**config.mk**
```make
export PLATFORM = sky130hd
export DESIGN_NAME = hskc_top
export DESIGN_NICKNAME = d
export VERILOG_FILES = /design/src/hskc_top.v
export VERILOG_INCLUDE_DIRS = /design/src
export SDC_FILE = /design/constraint.sdc
export NUM_CORES = 1
export LEC_CHECK = 0
export BUFFER_PORTS_ARGS = -buffer_cell sky130_fd_sc_hd__buf_2
export CORE_MARGIN = 5
export CORE_UTILIZATION = 45
export CTS_CLUSTER_SIZE = 16
export DETAILED_ROUTE_END_ITERATION = 6
export PLACE_DENSITY = 0.65
export SYNTH_ARGS = -nofsm -noshare
export SYNTH_HDL_FRONTEND = slang
export SYNTH_SLANG_ARGS = --single-unit
```
**constraint.sdc**
```tcl
create_clock -name mclk -period 2.8 [get_ports mclk]
set_clock_uncertainty 0.1 [all_clocks]
set_input_delay 0.28 -clock mclk [delete_from_list [all_inputs] [get_ports mclk]]
set_output_delay 0.28 -clock mclk [all_outputs]
set_load 0.005 [all_outputs]
```
**src/hskc_defines.vh**
```
// constants for the host serial and key control block
`ifndef HSKC_DEFINES_VH
`define HSKC_DEFINES_VH
`define HSKC_CLK_HZ        40000000
`define HSKC_A_CTRL        12'h000
`define HSKC_A_BAUD        12'h004
`define HSKC_A_STATUS      12'h008
`define HSKC_A_TXDATA      12'h00c
`define HSKC_A_RXDATA      12'h010
`define HSKC_A_STATE       12'h014
`define HSKC_CTRL_FLOW     0
`define HSKC_CTRL_PAR_LO   1
`define HSKC_CTRL_PAR_HI   2
`define HSKC_CTRL_STOP2    3
`define HSKC_CTRL_RESET    4'h0
`define HSKC_PAR_NONE      2'h0
`define HSKC_PAR_ODD       2'h1
`define HSKC_PAR_EVEN      2'h2
`define HSKC_BAUD_STD      9600
`define HSKC_BAUD_MIN      2400
`define HSKC_BAUD_MAX      115200
`define HSKC_DIV_STD       16'd4167
`define HSKC_DIV_MIN       16'd347
`define HSKC_DIV_MAX       16'd16667
`define HSKC_ST_STANDBY    2'h0
`define HSKC_ST_CONNECTED  2'h1
`define HSKC_ST_LOWPOWER   2'h2
`define HSKC_ST_HIBERNATE  2'h3
`define HSKC_KEY_LONG_MS   200
`define HSKC_KEY_PAIR_MS   100
`define HSKC_BLINK_ON_MS   1000
`define HSKC_BLINK_OFF_MS  1000
`define HSKC_CONN_ON_MS    3000
`define HSKC_CONN_OFF_MS   50
`define HSKC_MS_CYC        (`HSKC_CLK_HZ / 1000)
`endif

```
**src/hskc_top.v**
```verilog
// host serial link, key pin decoding and status pin of the wireless module
// Functional notes
// - key low 200ms then release: disconnect or wake
// - standby key low 100ms enters pairing
// - pairing mode lets central connect automatically
// - separate independent receive and transmit lines
// - rts/cts active low, optionally disabled
// - baud 2400 to 115200, 9600 default
// - 8 data bits, parity, one/two stops
// - status pin blink patterns per state; held low in low power and hibernate
//
// Design decisions made here: the register addresses and register access over APB.
`include "hskc_defines.vh"
module hskc_top #(
  parameter MS_CYC = `HSKC_MS_CYC
) (
  // clock and reset
  input  wire        mclk,
  input  wire        rst_n,
  // apb slave
  input  wire        psel,
  input  wire        penable,
  input  wire        pwrite,
  input  wire [11:0] paddr,
  input  wire [31:0] pwdata,
  output reg  [31:0] prdata,
  output reg         pready,
  output reg         pslverr,
  // serial pins
  input  wire        uart_rx,
  output reg         uart_tx,
  input  wire        cts_n,
  output reg         rts_n,
  // key pin and radio link events
  input  wire        key_n,
  input  wire        link_up,
  input  wire        link_down,
  input  wire        lowpower_req,
  input  wire        hibernate_req,
  output reg         disconnect_req,
  output reg         pairing,
  output reg         work_status
);
  localparam [31:0] KEY_LONG = `HSKC_KEY_LONG_MS * MS_CYC;
  localparam [31:0] KEY_PAIR = `HSKC_KEY_PAIR_MS * MS_CYC;
  localparam [31:0] BL_ON    = `HSKC_BLINK_ON_MS * MS_CYC;
  localparam [31:0] BL_OFF   = `HSKC_BLINK_OFF_MS * MS_CYC;
  localparam [31:0] CN_ON    = `HSKC_CONN_ON_MS * MS_CYC;
  localparam [31:0] CN_OFF   = `HSKC_CONN_OFF_MS * MS_CYC;
  // serial engine states
  localparam [2:0] S_IDLE = 3'd0, S_START = 3'd1, S_DATA = 3'd2, S_PAR = 3'd3, S_STOP = 3'd4;

  // pin synchronisers
  reg [1:0] rx_s, cts_s, key_s;
  always @(posedge mclk or negedge rst_n) begin
    if (!rst_n) begin
      rx_s  <= 2'b11;
      cts_s <= 2'b11;
      key_s <= 2'b11;
    end else begin
      rx_s  <= {rx_s[0], uart_rx};
      cts_s <= {cts_s[0], cts_n};
      key_s <= {key_s[0], key_n};
    end
  end
  wire rx_i  = rx_s[1];
  wire cts_i = cts_s[1];
  wire key_i = key_s[1];

  // configuration registers
  reg [3:0]  ctrl;
  reg [15:0] div;
  wire       flow_en = ctrl[`HSKC_CTRL_FLOW];
  wire [1:0] par     = ctrl[`HSKC_CTRL_PAR_HI:`HSKC_CTRL_PAR_LO];
  wire       stop2   = ctrl[`HSKC_CTRL_STOP2];

  function parity_bit;
    input [1:0] mode;
    input [7:0] d;
    begin
      parity_bit = (mode == `HSKC_PAR_ODD) ? ~(^d) : (^d);
    end
  endfunction

  // transmitter
  reg [2:0]  tx_st;
  reg [15:0] tx_cnt;
  reg [2:0]  tx_bit;
  reg        tx_stop2nd;
  reg [7:0]  tx_sh;
  reg        tx_full;
  reg [7:0]  tx_hold;
  wire       tx_tick = (tx_cnt == 16'd0);
  wire       tx_wr;
  always @(posedge mclk or negedge rst_n) begin
    if (!rst_n) begin
      tx_st      <= S_IDLE;
      tx_cnt     <= 16'd0;
      tx_bit     <= 3'd0;
      tx_stop2nd <= 1'b0;
      tx_sh      <= 8'h00;
      tx_full    <= 1'b0;
      tx_hold    <= 8'h00;
      uart_tx    <= 1'b1;
    end else begin
      if (tx_wr) begin
        tx_full <= 1'b1;
        tx_hold <= pwdata[7:0];
      end
      tx_cnt <= tx_tick ? div - 16'd1 : tx_cnt - 16'd1;
      case (tx_st)
        S_IDLE: begin
          uart_tx <= 1'b1;
          tx_cnt  <= 16'd0;
          if (tx_full && !(flow_en && cts_i)) begin
            tx_full <= 1'b0;
            tx_sh   <= tx_hold;
            tx_st   <= S_START;
            uart_tx <= 1'b0;
            tx_cnt  <= div - 16'd1;
          end
        end
        S_START:
          if (tx_tick) begin
            tx_st   <= S_DATA;
            tx_bit  <= 3'd0;
            uart_tx <= tx_sh[0];
          end
        S_DATA:
          if (tx_tick) begin
            tx_bit <= tx_bit + 3'd1;
            if (tx_bit == 3'd7) begin
              if (par != `HSKC_PAR_NONE) begin
                tx_st   <= S_PAR;
                uart_tx <= parity_bit(par, tx_sh);
              end else begin
                tx_st      <= S_STOP;
                tx_stop2nd <= 1'b0;
                uart_tx    <= 1'b1;
              end
            end else begin
              uart_tx <= tx_sh[tx_bit + 3'd1];
            end
          end
        S_PAR:
          if (tx_tick) begin
            tx_st      <= S_STOP;
            tx_stop2nd <= 1'b0;
            uart_tx    <= 1'b1;
          end
        S_STOP:
          if (tx_tick) begin
            if (stop2 && !tx_stop2nd) begin
              tx_stop2nd <= 1'b1;
            end else begin
              tx_st <= S_IDLE;
            end
          end
        default: tx_st <= S_IDLE;
      endcase
    end
  end

  // receiver, samples mid bit, runs independently of transmitter
  reg [2:0]  rx_st;
  reg [15:0] rx_cnt;
  reg [2:0]  rx_bit;
  reg [7:0]  rx_sh;
  reg [7:0]  rx_data;
  reg        rx_valid, rx_perr, rx_ferr, rx_ovr;
  reg        rx_stop2nd;
  wire       rx_tick = (rx_cnt == 16'd0);
  wire       rx_rd, st_clr;
  always @(posedge mclk or negedge rst_n) begin
    if (!rst_n) begin
      rx_st      <= S_IDLE;
      rx_cnt     <= 16'd0;
      rx_bit     <= 3'd0;
      rx_sh      <= 8'h00;
      rx_data    <= 8'h00;
      rx_valid   <= 1'b0;
      rx_perr    <= 1'b0;
      rx_ferr    <= 1'b0;
      rx_ovr     <= 1'b0;
      rx_stop2nd <= 1'b0;
      rts_n      <= 1'b1;
    end else begin
      // set wins over clear
      if (rx_rd)
        rx_valid <= 1'b0;
      if (st_clr) begin
        rx_perr <= 1'b0;
        rx_ferr <= 1'b0;
        rx_ovr  <= 1'b0;
      end
      rts_n  <= flow_en ? rx_valid : 1'b0;
      rx_cnt <= rx_tick ? div - 16'd1 : rx_cnt - 16'd1;
      case (rx_st)
        S_IDLE:
          if (!rx_i) begin
            rx_st  <= S_START;
            rx_cnt <= {1'b0, div[15:1]};
          end
        S_START:
          if (rx_tick) begin
            rx_st  <= rx_i ? S_IDLE : S_DATA;
            rx_bit <= 3'd0;
          end
        S_DATA:
          if (rx_tick) begin
            rx_sh  <= {rx_i, rx_sh[7:1]};
            rx_bit <= rx_bit + 3'd1;
            if (rx_bit == 3'd7) begin
              rx_st      <= (par != `HSKC_PAR_NONE) ? S_PAR : S_STOP;
              rx_stop2nd <= 1'b0;
            end
          end
        S_PAR:
          if (rx_tick) begin
            if (rx_i != parity_bit(par, rx_sh))
              rx_perr <= 1'b1;
            rx_st <= S_STOP;
          end
        S_STOP:
          if (rx_tick) begin
            if (!rx_i)
              rx_ferr <= 1'b1;
            if (stop2 && !rx_stop2nd && rx_i) begin
              rx_stop2nd <= 1'b1;
            end else begin
              rx_st    <= S_IDLE;
              rx_data  <= rx_sh;
              rx_valid <= 1'b1;
              if (rx_valid && !rx_rd)
                rx_ovr <= 1'b1;
            end
          end
        default: rx_st <= S_IDLE;
      endcase
    end
  end

  // key pin timing and operating state
  reg [1:0]  state;
  reg [31:0] key_cnt;
  always @(posedge mclk or negedge rst_n) begin
    if (!rst_n) begin
      state          <= `HSKC_ST_STANDBY;
      key_cnt        <= 32'd0;
      disconnect_req <= 1'b0;
      pairing        <= 1'b0;
    end else begin
      disconnect_req <= 1'b0;
      if (!key_i) begin
        if (key_cnt != 32'hffffffff)
          key_cnt <= key_cnt + 32'd1;
        if (state == `HSKC_ST_STANDBY && key_cnt >= KEY_PAIR - 32'd1)
          pairing <= 1'b1;
      end else begin
        key_cnt <= 32'd0;
        if (key_cnt >= KEY_LONG) begin
          if (state == `HSKC_ST_CONNECTED)
            disconnect_req <= 1'b1;
          else if (state == `HSKC_ST_LOWPOWER)
            state <= `HSKC_ST_STANDBY;
        end
      end
      if (link_up && state != `HSKC_ST_HIBERNATE) begin
        state   <= `HSKC_ST_CONNECTED;
        pairing <= 1'b0;
      end else if (link_down && state == `HSKC_ST_CONNECTED) begin
        state <= `HSKC_ST_STANDBY;
      end else if (hibernate_req) begin
        state   <= `HSKC_ST_HIBERNATE;
        pairing <= 1'b0;
      end else if (lowpower_req && state == `HSKC_ST_STANDBY) begin
        state   <= `HSKC_ST_LOWPOWER;
        pairing <= 1'b0;
      end
    end
  end

  // status pin pattern
  reg [31:0] bl_cnt;
  reg        bl_lvl;
  reg [1:0]  bl_state;
  always @(posedge mclk or negedge rst_n) begin
    if (!rst_n) begin
      bl_cnt      <= 32'd0;
      bl_lvl      <= 1'b1;
      bl_state    <= `HSKC_ST_STANDBY;
      work_status <= 1'b0;
    end else begin
      bl_state <= state;
      if (state != bl_state) begin
        bl_cnt <= 32'd0;
        bl_lvl <= 1'b1;
      end else if (bl_cnt >= (state == `HSKC_ST_CONNECTED ?
                   (bl_lvl ? CN_ON : CN_OFF) : (bl_lvl ? BL_ON : BL_OFF)) - 32'd1) begin
        bl_cnt <= 32'd0;
        bl_lvl <= ~bl_lvl;
      end else begin
        bl_cnt <= bl_cnt + 32'd1;
      end
      work_status <= (state == `HSKC_ST_LOWPOWER || state == `HSKC_ST_HIBERNATE) ?
                     1'b0 : (state == bl_state) & bl_lvl;
    end
  end

  // apb slave, zero wait states
  wire acc = psel && penable;
  assign tx_wr  = acc && pwrite && paddr == `HSKC_A_TXDATA && !tx_full;
  assign rx_rd  = acc && !pwrite && paddr == `HSKC_A_RXDATA;
  assign st_clr = acc && pwrite && paddr == `HSKC_A_STATUS;
  always @(posedge mclk or negedge rst_n) begin
    if (!rst_n) begin
      ctrl    <= `HSKC_CTRL_RESET;
      div     <= `HSKC_DIV_STD;
      prdata  <= 32'h0;
      pready  <= 1'b0;
      pslverr <= 1'b0;
    end else begin
      pready  <= psel && !penable;
      pslverr <= 1'b0;
      prdata  <= 32'h0;
      // writes land at the access edge, where the master sees pready
      if (acc && pwrite && paddr == `HSKC_A_CTRL)
        ctrl <= pwdata[3:0];
      if (acc && pwrite && paddr == `HSKC_A_BAUD && pwdata[15:0] >= `HSKC_DIV_MIN &&
          pwdata[15:0] <= `HSKC_DIV_MAX)
        div <= pwdata[15:0];
      if (psel && !penable) begin
        if (paddr == `HSKC_A_CTRL) begin
          prdata <= {28'h0, ctrl};
        end else if (paddr == `HSKC_A_BAUD) begin
          prdata <= {16'h0, div};
        end else if (paddr == `HSKC_A_STATUS) begin
          prdata <= {26'h0, tx_st != S_IDLE, tx_full, rx_ovr, rx_ferr, rx_perr, rx_valid};
        end else if (paddr == `HSKC_A_TXDATA) begin
          prdata <= {31'h0, tx_full};
        end else if (paddr == `HSKC_A_RXDATA) begin
          prdata <= {24'h0, rx_data};
        end else if (paddr == `HSKC_A_STATE) begin
          prdata <= {29'h0, pairing, state};
        end else begin
          pslverr <= 1'b1;
        end
      end
    end
  end
endmodule // hskc_top

```
Word level (Yosys, flattened, before mapping)
Index checks and enable logic that the tools add are counted.

storage, ports and cells
  register bits = 217
  input bits = 56
  output and inout port bits = 39
  logic and storage cells = 271

cells by class
  add/subtract/negate cells = 8
  $lt $le $gt $ge = 6
  equality and inequality tests = 42
  multiplexer cells = 114
  bitwise logic cells = 5
  reduce and logical (&&, ||, !) cells = 61

operators with widths
  kind                                                              count
  2-to-1 mux 32 bit                                                 5
  2-to-1 mux 16 bit                                                 8
  adder 32 x 1 -> 32 bit, second input constant                     2
  2-to-1 mux 3 bit                                                  20
  2-to-1 mux 1 bit                                                  59
  2-to-1 mux 27 bit                                                 2
  subtractor 16 x 1 -> 16 bit, second input constant                3
  != test 2 bit, second input constant                              18
  >= comparator 32 x 22 -> 1 bit, second input constant             1
  >= comparator 32 x 23 -> 1 bit, second input constant             1
  >= comparator 32 bit                                              1
  zero test 16 bit                                                  2
  != test 32 bit, second input constant                             1
  case mux 3 bit (5 select lines)                                   2
  subtractor 27 x 1 -> 28 bit, second input constant                1
  == test 12 x 4 -> 1 bit, second input constant                    2
  == test 12 x 5 -> 1 bit, second input constant                    2
  2-to-1 mux 8 bit                                                  3
  logical AND 1 bit                                                 22
  AND reduction 7 bit                                               3
  2-to-1 mux 2 bit                                                  9
  >= comparator 16 x 9 -> 1 bit, second input constant              1
  less-or-equal comparator 16 x 15 -> 1 bit, second input constant  1
  parity 8 bit                                                      2
  32 further kinds                                                  65

Logic depth before layout (Yosys ltp)
  depth in word-level cells = 9
  gate-level depth with buffers = 13

Worst setup path after synthesis
No wires, ideal clock.

  path type = reg2reg
  start point = register state[0]
  end point = register bl_cnt[20]
  data arrival time = 2.674 ns
  required time = 2.568 ns
  path slack = -0.105 ns
  cell stages (with the launch flop) = 13
  buffers on the path = 4
  period minus slack after synthesis = 2.905 ns
  cell sequence = dfrtp_1 -> clkbuf_1 -> nor2b_1 -> clkbuf_1 -> nand2b_1 -> ha_1 -> nand4_1 -> nor3_1 -> o2111ai_1 -> o211ai_1 -> clkbuf_1 -> buf_1 -> nor2_1

on the way
  word-level cells in the longest chain between the ends = 6
  elaborated cells on any way between the ends = 7

RTL lines
  item                              RTL line        text
  from (decl)                       hskc_top.v:244  reg [1:0] state;
  from (signal assigned)            hskc_top.v:248  state <= `HSKC_ST_STANDBY;
  from (signal assigned)            hskc_top.v:265  state <= `HSKC_ST_STANDBY;
  from (signal assigned)            hskc_top.v:269  state <= `HSKC_ST_CONNECTED;
  == test 2 x 1 -> 1 bit (no line)  n/a
  2-to-1 mux 27 bit                 hskc_top.v:298  end else if (bl_cnt >= (state == `HSKC_ST_CONNECTED ?
  subtractor 27 x 1 -> 28 bit       hskc_top.v:298
  >= comparator 32 bit              hskc_top.v:298
  2-to-1 mux 32 bit                 hskc_top.v:298
  2-to-1 mux 32 bit (*)             hskc_top.v:295  if (state != bl_state) begin
  to (signal assigned)              hskc_top.v:303  bl_cnt <= bl_cnt + 32'd1;
  to (decl)                         hskc_top.v:284  reg [31:0] bl_cnt;

Mark *: on every way between the ends. The rest lies on a longest branch, timed or not.
A chain may end at the register's enable or synchronous reset.

Worst setup path after layout
  start point = register bl_lvl
  end point = register bl_cnt[12]

on the way
  word-level cells in the longest chain between the ends = 6

RTL lines
  item                         RTL line        text
  from (decl)                  hskc_top.v:285  reg bl_lvl;
  from (signal assigned)       hskc_top.v:301  bl_lvl <= ~bl_lvl;
  2-to-1 mux 27 bit            hskc_top.v:299  (bl_lvl ? CN_ON : CN_OFF) : (bl_lvl ? BL_ON : BL_OFF)) - 32'd1) begin
  2-to-1 mux 27 bit            hskc_top.v:298
  subtractor 27 x 1 -> 28 bit  hskc_top.v:298
  >= comparator 32 bit         hskc_top.v:298
  2-to-1 mux 32 bit            hskc_top.v:298
  2-to-1 mux 32 bit            hskc_top.v:295

Every way passes these cells.

==> metrics.csv <==
metric,value,unit
status,completed,
ys async rst share,100.0,%
most common cell in the netlist,dfrtp_1,
via count,8565,
Startpoint Class,flip-flop,
Routed WL,26.00,mm
dominant synthesized flop cell,dfrtp_1,
"area leader, netlist",dfrtp_1,
most instantiated cells after synthesis,"dfrtp_1, nor2_1, nand2_1",
Slew Limit Headroom,45.86,%
I/O Pins,95,
CTS Root Cell,clkbuf_16,
Reg power frac,40.2,%
global route overflow,0,
Yosys reg bits,201,
clk slew on worst S/H paths,0.06,ns
vias in the first global route,8421,
CP most frequent cell,buf_4,
DRT Pass-1 Iters,6,
switching part of the total,30.05,%
actual slew at the worst max-slew pin,0.8046,ns
final worst path period share,92.35,%
initial core utilization,45.29,%
slowest CP cell,dfstp_2,
Final nets,1300,
CTS sink cnt,201,
"Cell Area, Synth",10880,um2
unrepaired setup endpoints after global routing,no,
synth warn,0,
Setup TNS,0,ns
Avg Synthesized Cell Area,9.859,um2
num rows,57,
CP required,3.13,ns
placed cell areas,11700,um2
die extent in x,165.5,um
Via density,5.501,
Final HPWL DP,18.58,mm
final hold viol count,0,
initial DRC count,588,
largest net degree at the start of global routing,57,
# DRC,0,
core area,24030,um2
Switch Pwr,0.002381,W
pwr/cell area,622.9,nW/um2
"top cells by area, synth","dfrtp_1, xnor2_1, mux2_2",
TritonCTS clock tree,built,
DRT antenna net count,0,
Die Y,165.5,um
Area Overhead vs Synth,16.89,%
Comb pwr share,20.9,%
Peak supply drop,0.0004956,V
total CTS buffers,23,
crit-path max FO,7,
Clk pwr share,38.9,%
Max stage delay on crit path,0.58,ns
clock tree buffer depth,3,
Max Slew Vio Count,0,
cell internal pwr,0.005544,W
share of layout cells above drive strength 1,18.00,%
initial antenna violation count,1,
Lkg Pwr,5.664,nW
Synth cell types,73,
HP Class,primary input to flip-flop,
family with the most delay on the worst path,compound AO/OA/AOI/OAI gates,
post-route design area,12720,um2
die area,27400,um2
Buf/Inv on CP,3,
routability cong.,0.8762,
sequential element share of the synthesized area,46.37,%
Avg WL per Cell,16.70,um
port buffer count,62,
antenna cells,0,
fmax,0.3867,GHz
Total Routing Usage GR,19.22,%
max cap viols,0,
Post-synth EDFFs,0,
Crit path arrival time,2.92,ns
CP Capture Type,flip-flop,
Cells after Synth,1104,
first-pass GRT wire length,42.81,mm
Tmin final,2.586,ns
Yosys top cell area share,42.99,%
CTS H-tree lvls,1,
CP Class,flip-flop to flip-flop,
Final setup viols,0,
CP cell instances,nand2b_1 -> inv_1 -> ha_1 -> a21o_1 -> a211o_1 -> nor3_1 -> o211ai_1 -> buf_4 -> buf_4 -> nor2_1,
Skew-Pair Late Insertion Delay,0.52,ns
[tightest hold or removal path, stage by stage]
cell and delay [ns]:
buf_2 0.18, nand3_1 0.09, a21oi_1 0.08
[power by group through the flow]
stage | logic, W | clock network [W] | registers, W
final | 0.00166 | 0.00308 | 0.00319
after global routing | 0.00185 | 0.00328 | 0.00320
after CTS | 0.00165 | 0.00316 | 0.00318
after detailed placement | 0.00161 | 0 | 0.00324
after global placement | 0.00159 | 0 | 0.00323
after floorplan | 0.00120 | 0 | 0.00318
[layout by cell type (no fill, tap or decap), drive strengths merged, types with 31 or more instances in the layout]
cell type and n:
dfrtp 187, nor2 107, buf 99, nand2 95, xnor2 58, a21oi 54
mux2 45, o21ai 44, nand3 36, inv 36, nor3 31
[final timing paths]
kind	endpoint	slack, ns	cells after the start	startpoint
max in group asynchronous	bl_cnt[27]$_DFF_PN0_	1.70	3	rst_n
worst max register to register	bl_cnt[12]$_DFF_PN0_	0.21	10	bl_lvl$_DFFE_PN1P_
worst min register to register	key_s[1]$_DFF_PN1_	0.25	0	key_s[0]$_DFF_PN1_
worst min-delay path	prdata[1]$_DFF_PN0_	0.08	3	paddr[3]
min in group asynchronous	div[13]$_DFFE_PN0P_	0.15	2	rst_n
worst max-delay path	bl_cnt[12]$_DFF_PN0_	0.21	10	bl_lvl$_DFFE_PN1P_
[what timing repair did]
| item | 4_1_cts | 5_1_grt |
|---|---|---|
| endpoints found under the hold margin | 143 | 0 |
| gates resized for setup | 0 | 1 |
| hold buffers | 22 | 0 |
| setup buffers | 0 | 1 |
| endpoints found under the setup margin | 0 | 21 |
[flip-flops by register name, indices dropped and copies added, names as in the netlist, 16 cells and up]
name and cells:
key_cnt 32, tx_cnt 16, bl_cnt 32, prdata 16, div 16, rx_cnt 16
[per-layer routing]
metal / track usage (%) / vias up / routed length [um]
li1: - / 4184 / -
met1: 26.24 / 4156 / 11930
met2: 31.79 / 170 / 12290
met3: 2.606 / 53 / 1014
met4: 6.299 / 2 / 745
met5: 0 / - / 11
[cell type report]
| class | instances | area, um2 |
|---|---|---|
| flip-flops and latches | 201 | 5047 |
| repair buffers | 122 | 853.3 |
| inverters | 35 | 131.4 |
| clock buffers | 29 | 658.1 |
| multi-input cells | 833 | 5494 |
| well taps | 324 | 405.4 |
| fillers | 2232 | 11310 |
| clock inverters | 13 | 132.6 |
[through the flow]
stage	setup WS, ns	std cells	hold WS [ns]	utilization (%)	power (W)
4_1_cts	0.2003	1556	0.05924	52.89	0.007991
3_3_place_gp	-0.004436	1492	0.1319	48.68	0.004826
6_report	0.2141	1557	0.08046	52.93	0.007925
3_5_place_dp	-0.02592	1492	0.1345	48.68	0.004843
2_1_floorplan	0.03665	1125	-0.1156	-	0.004380
5_1_grt	0.008459	1557	0.09331	52.93	0.008328
[cells by family after synthesis]
group | Yosys count | share of synthesized area [%]
AOI/OAI and AO/OA | 210 | 12.84
buffers and inverters | 91 | 3.932
and+or+nand+nor | 429 | 20.13
other | 2 | 0.06900
xor gates and xnor gates | 84 | 6.759
DFF | 201 | 46.37
adders and majority gates | 28 | 3.219
muxes | 59 | 6.679
Power figures use the tool's default switching activity.
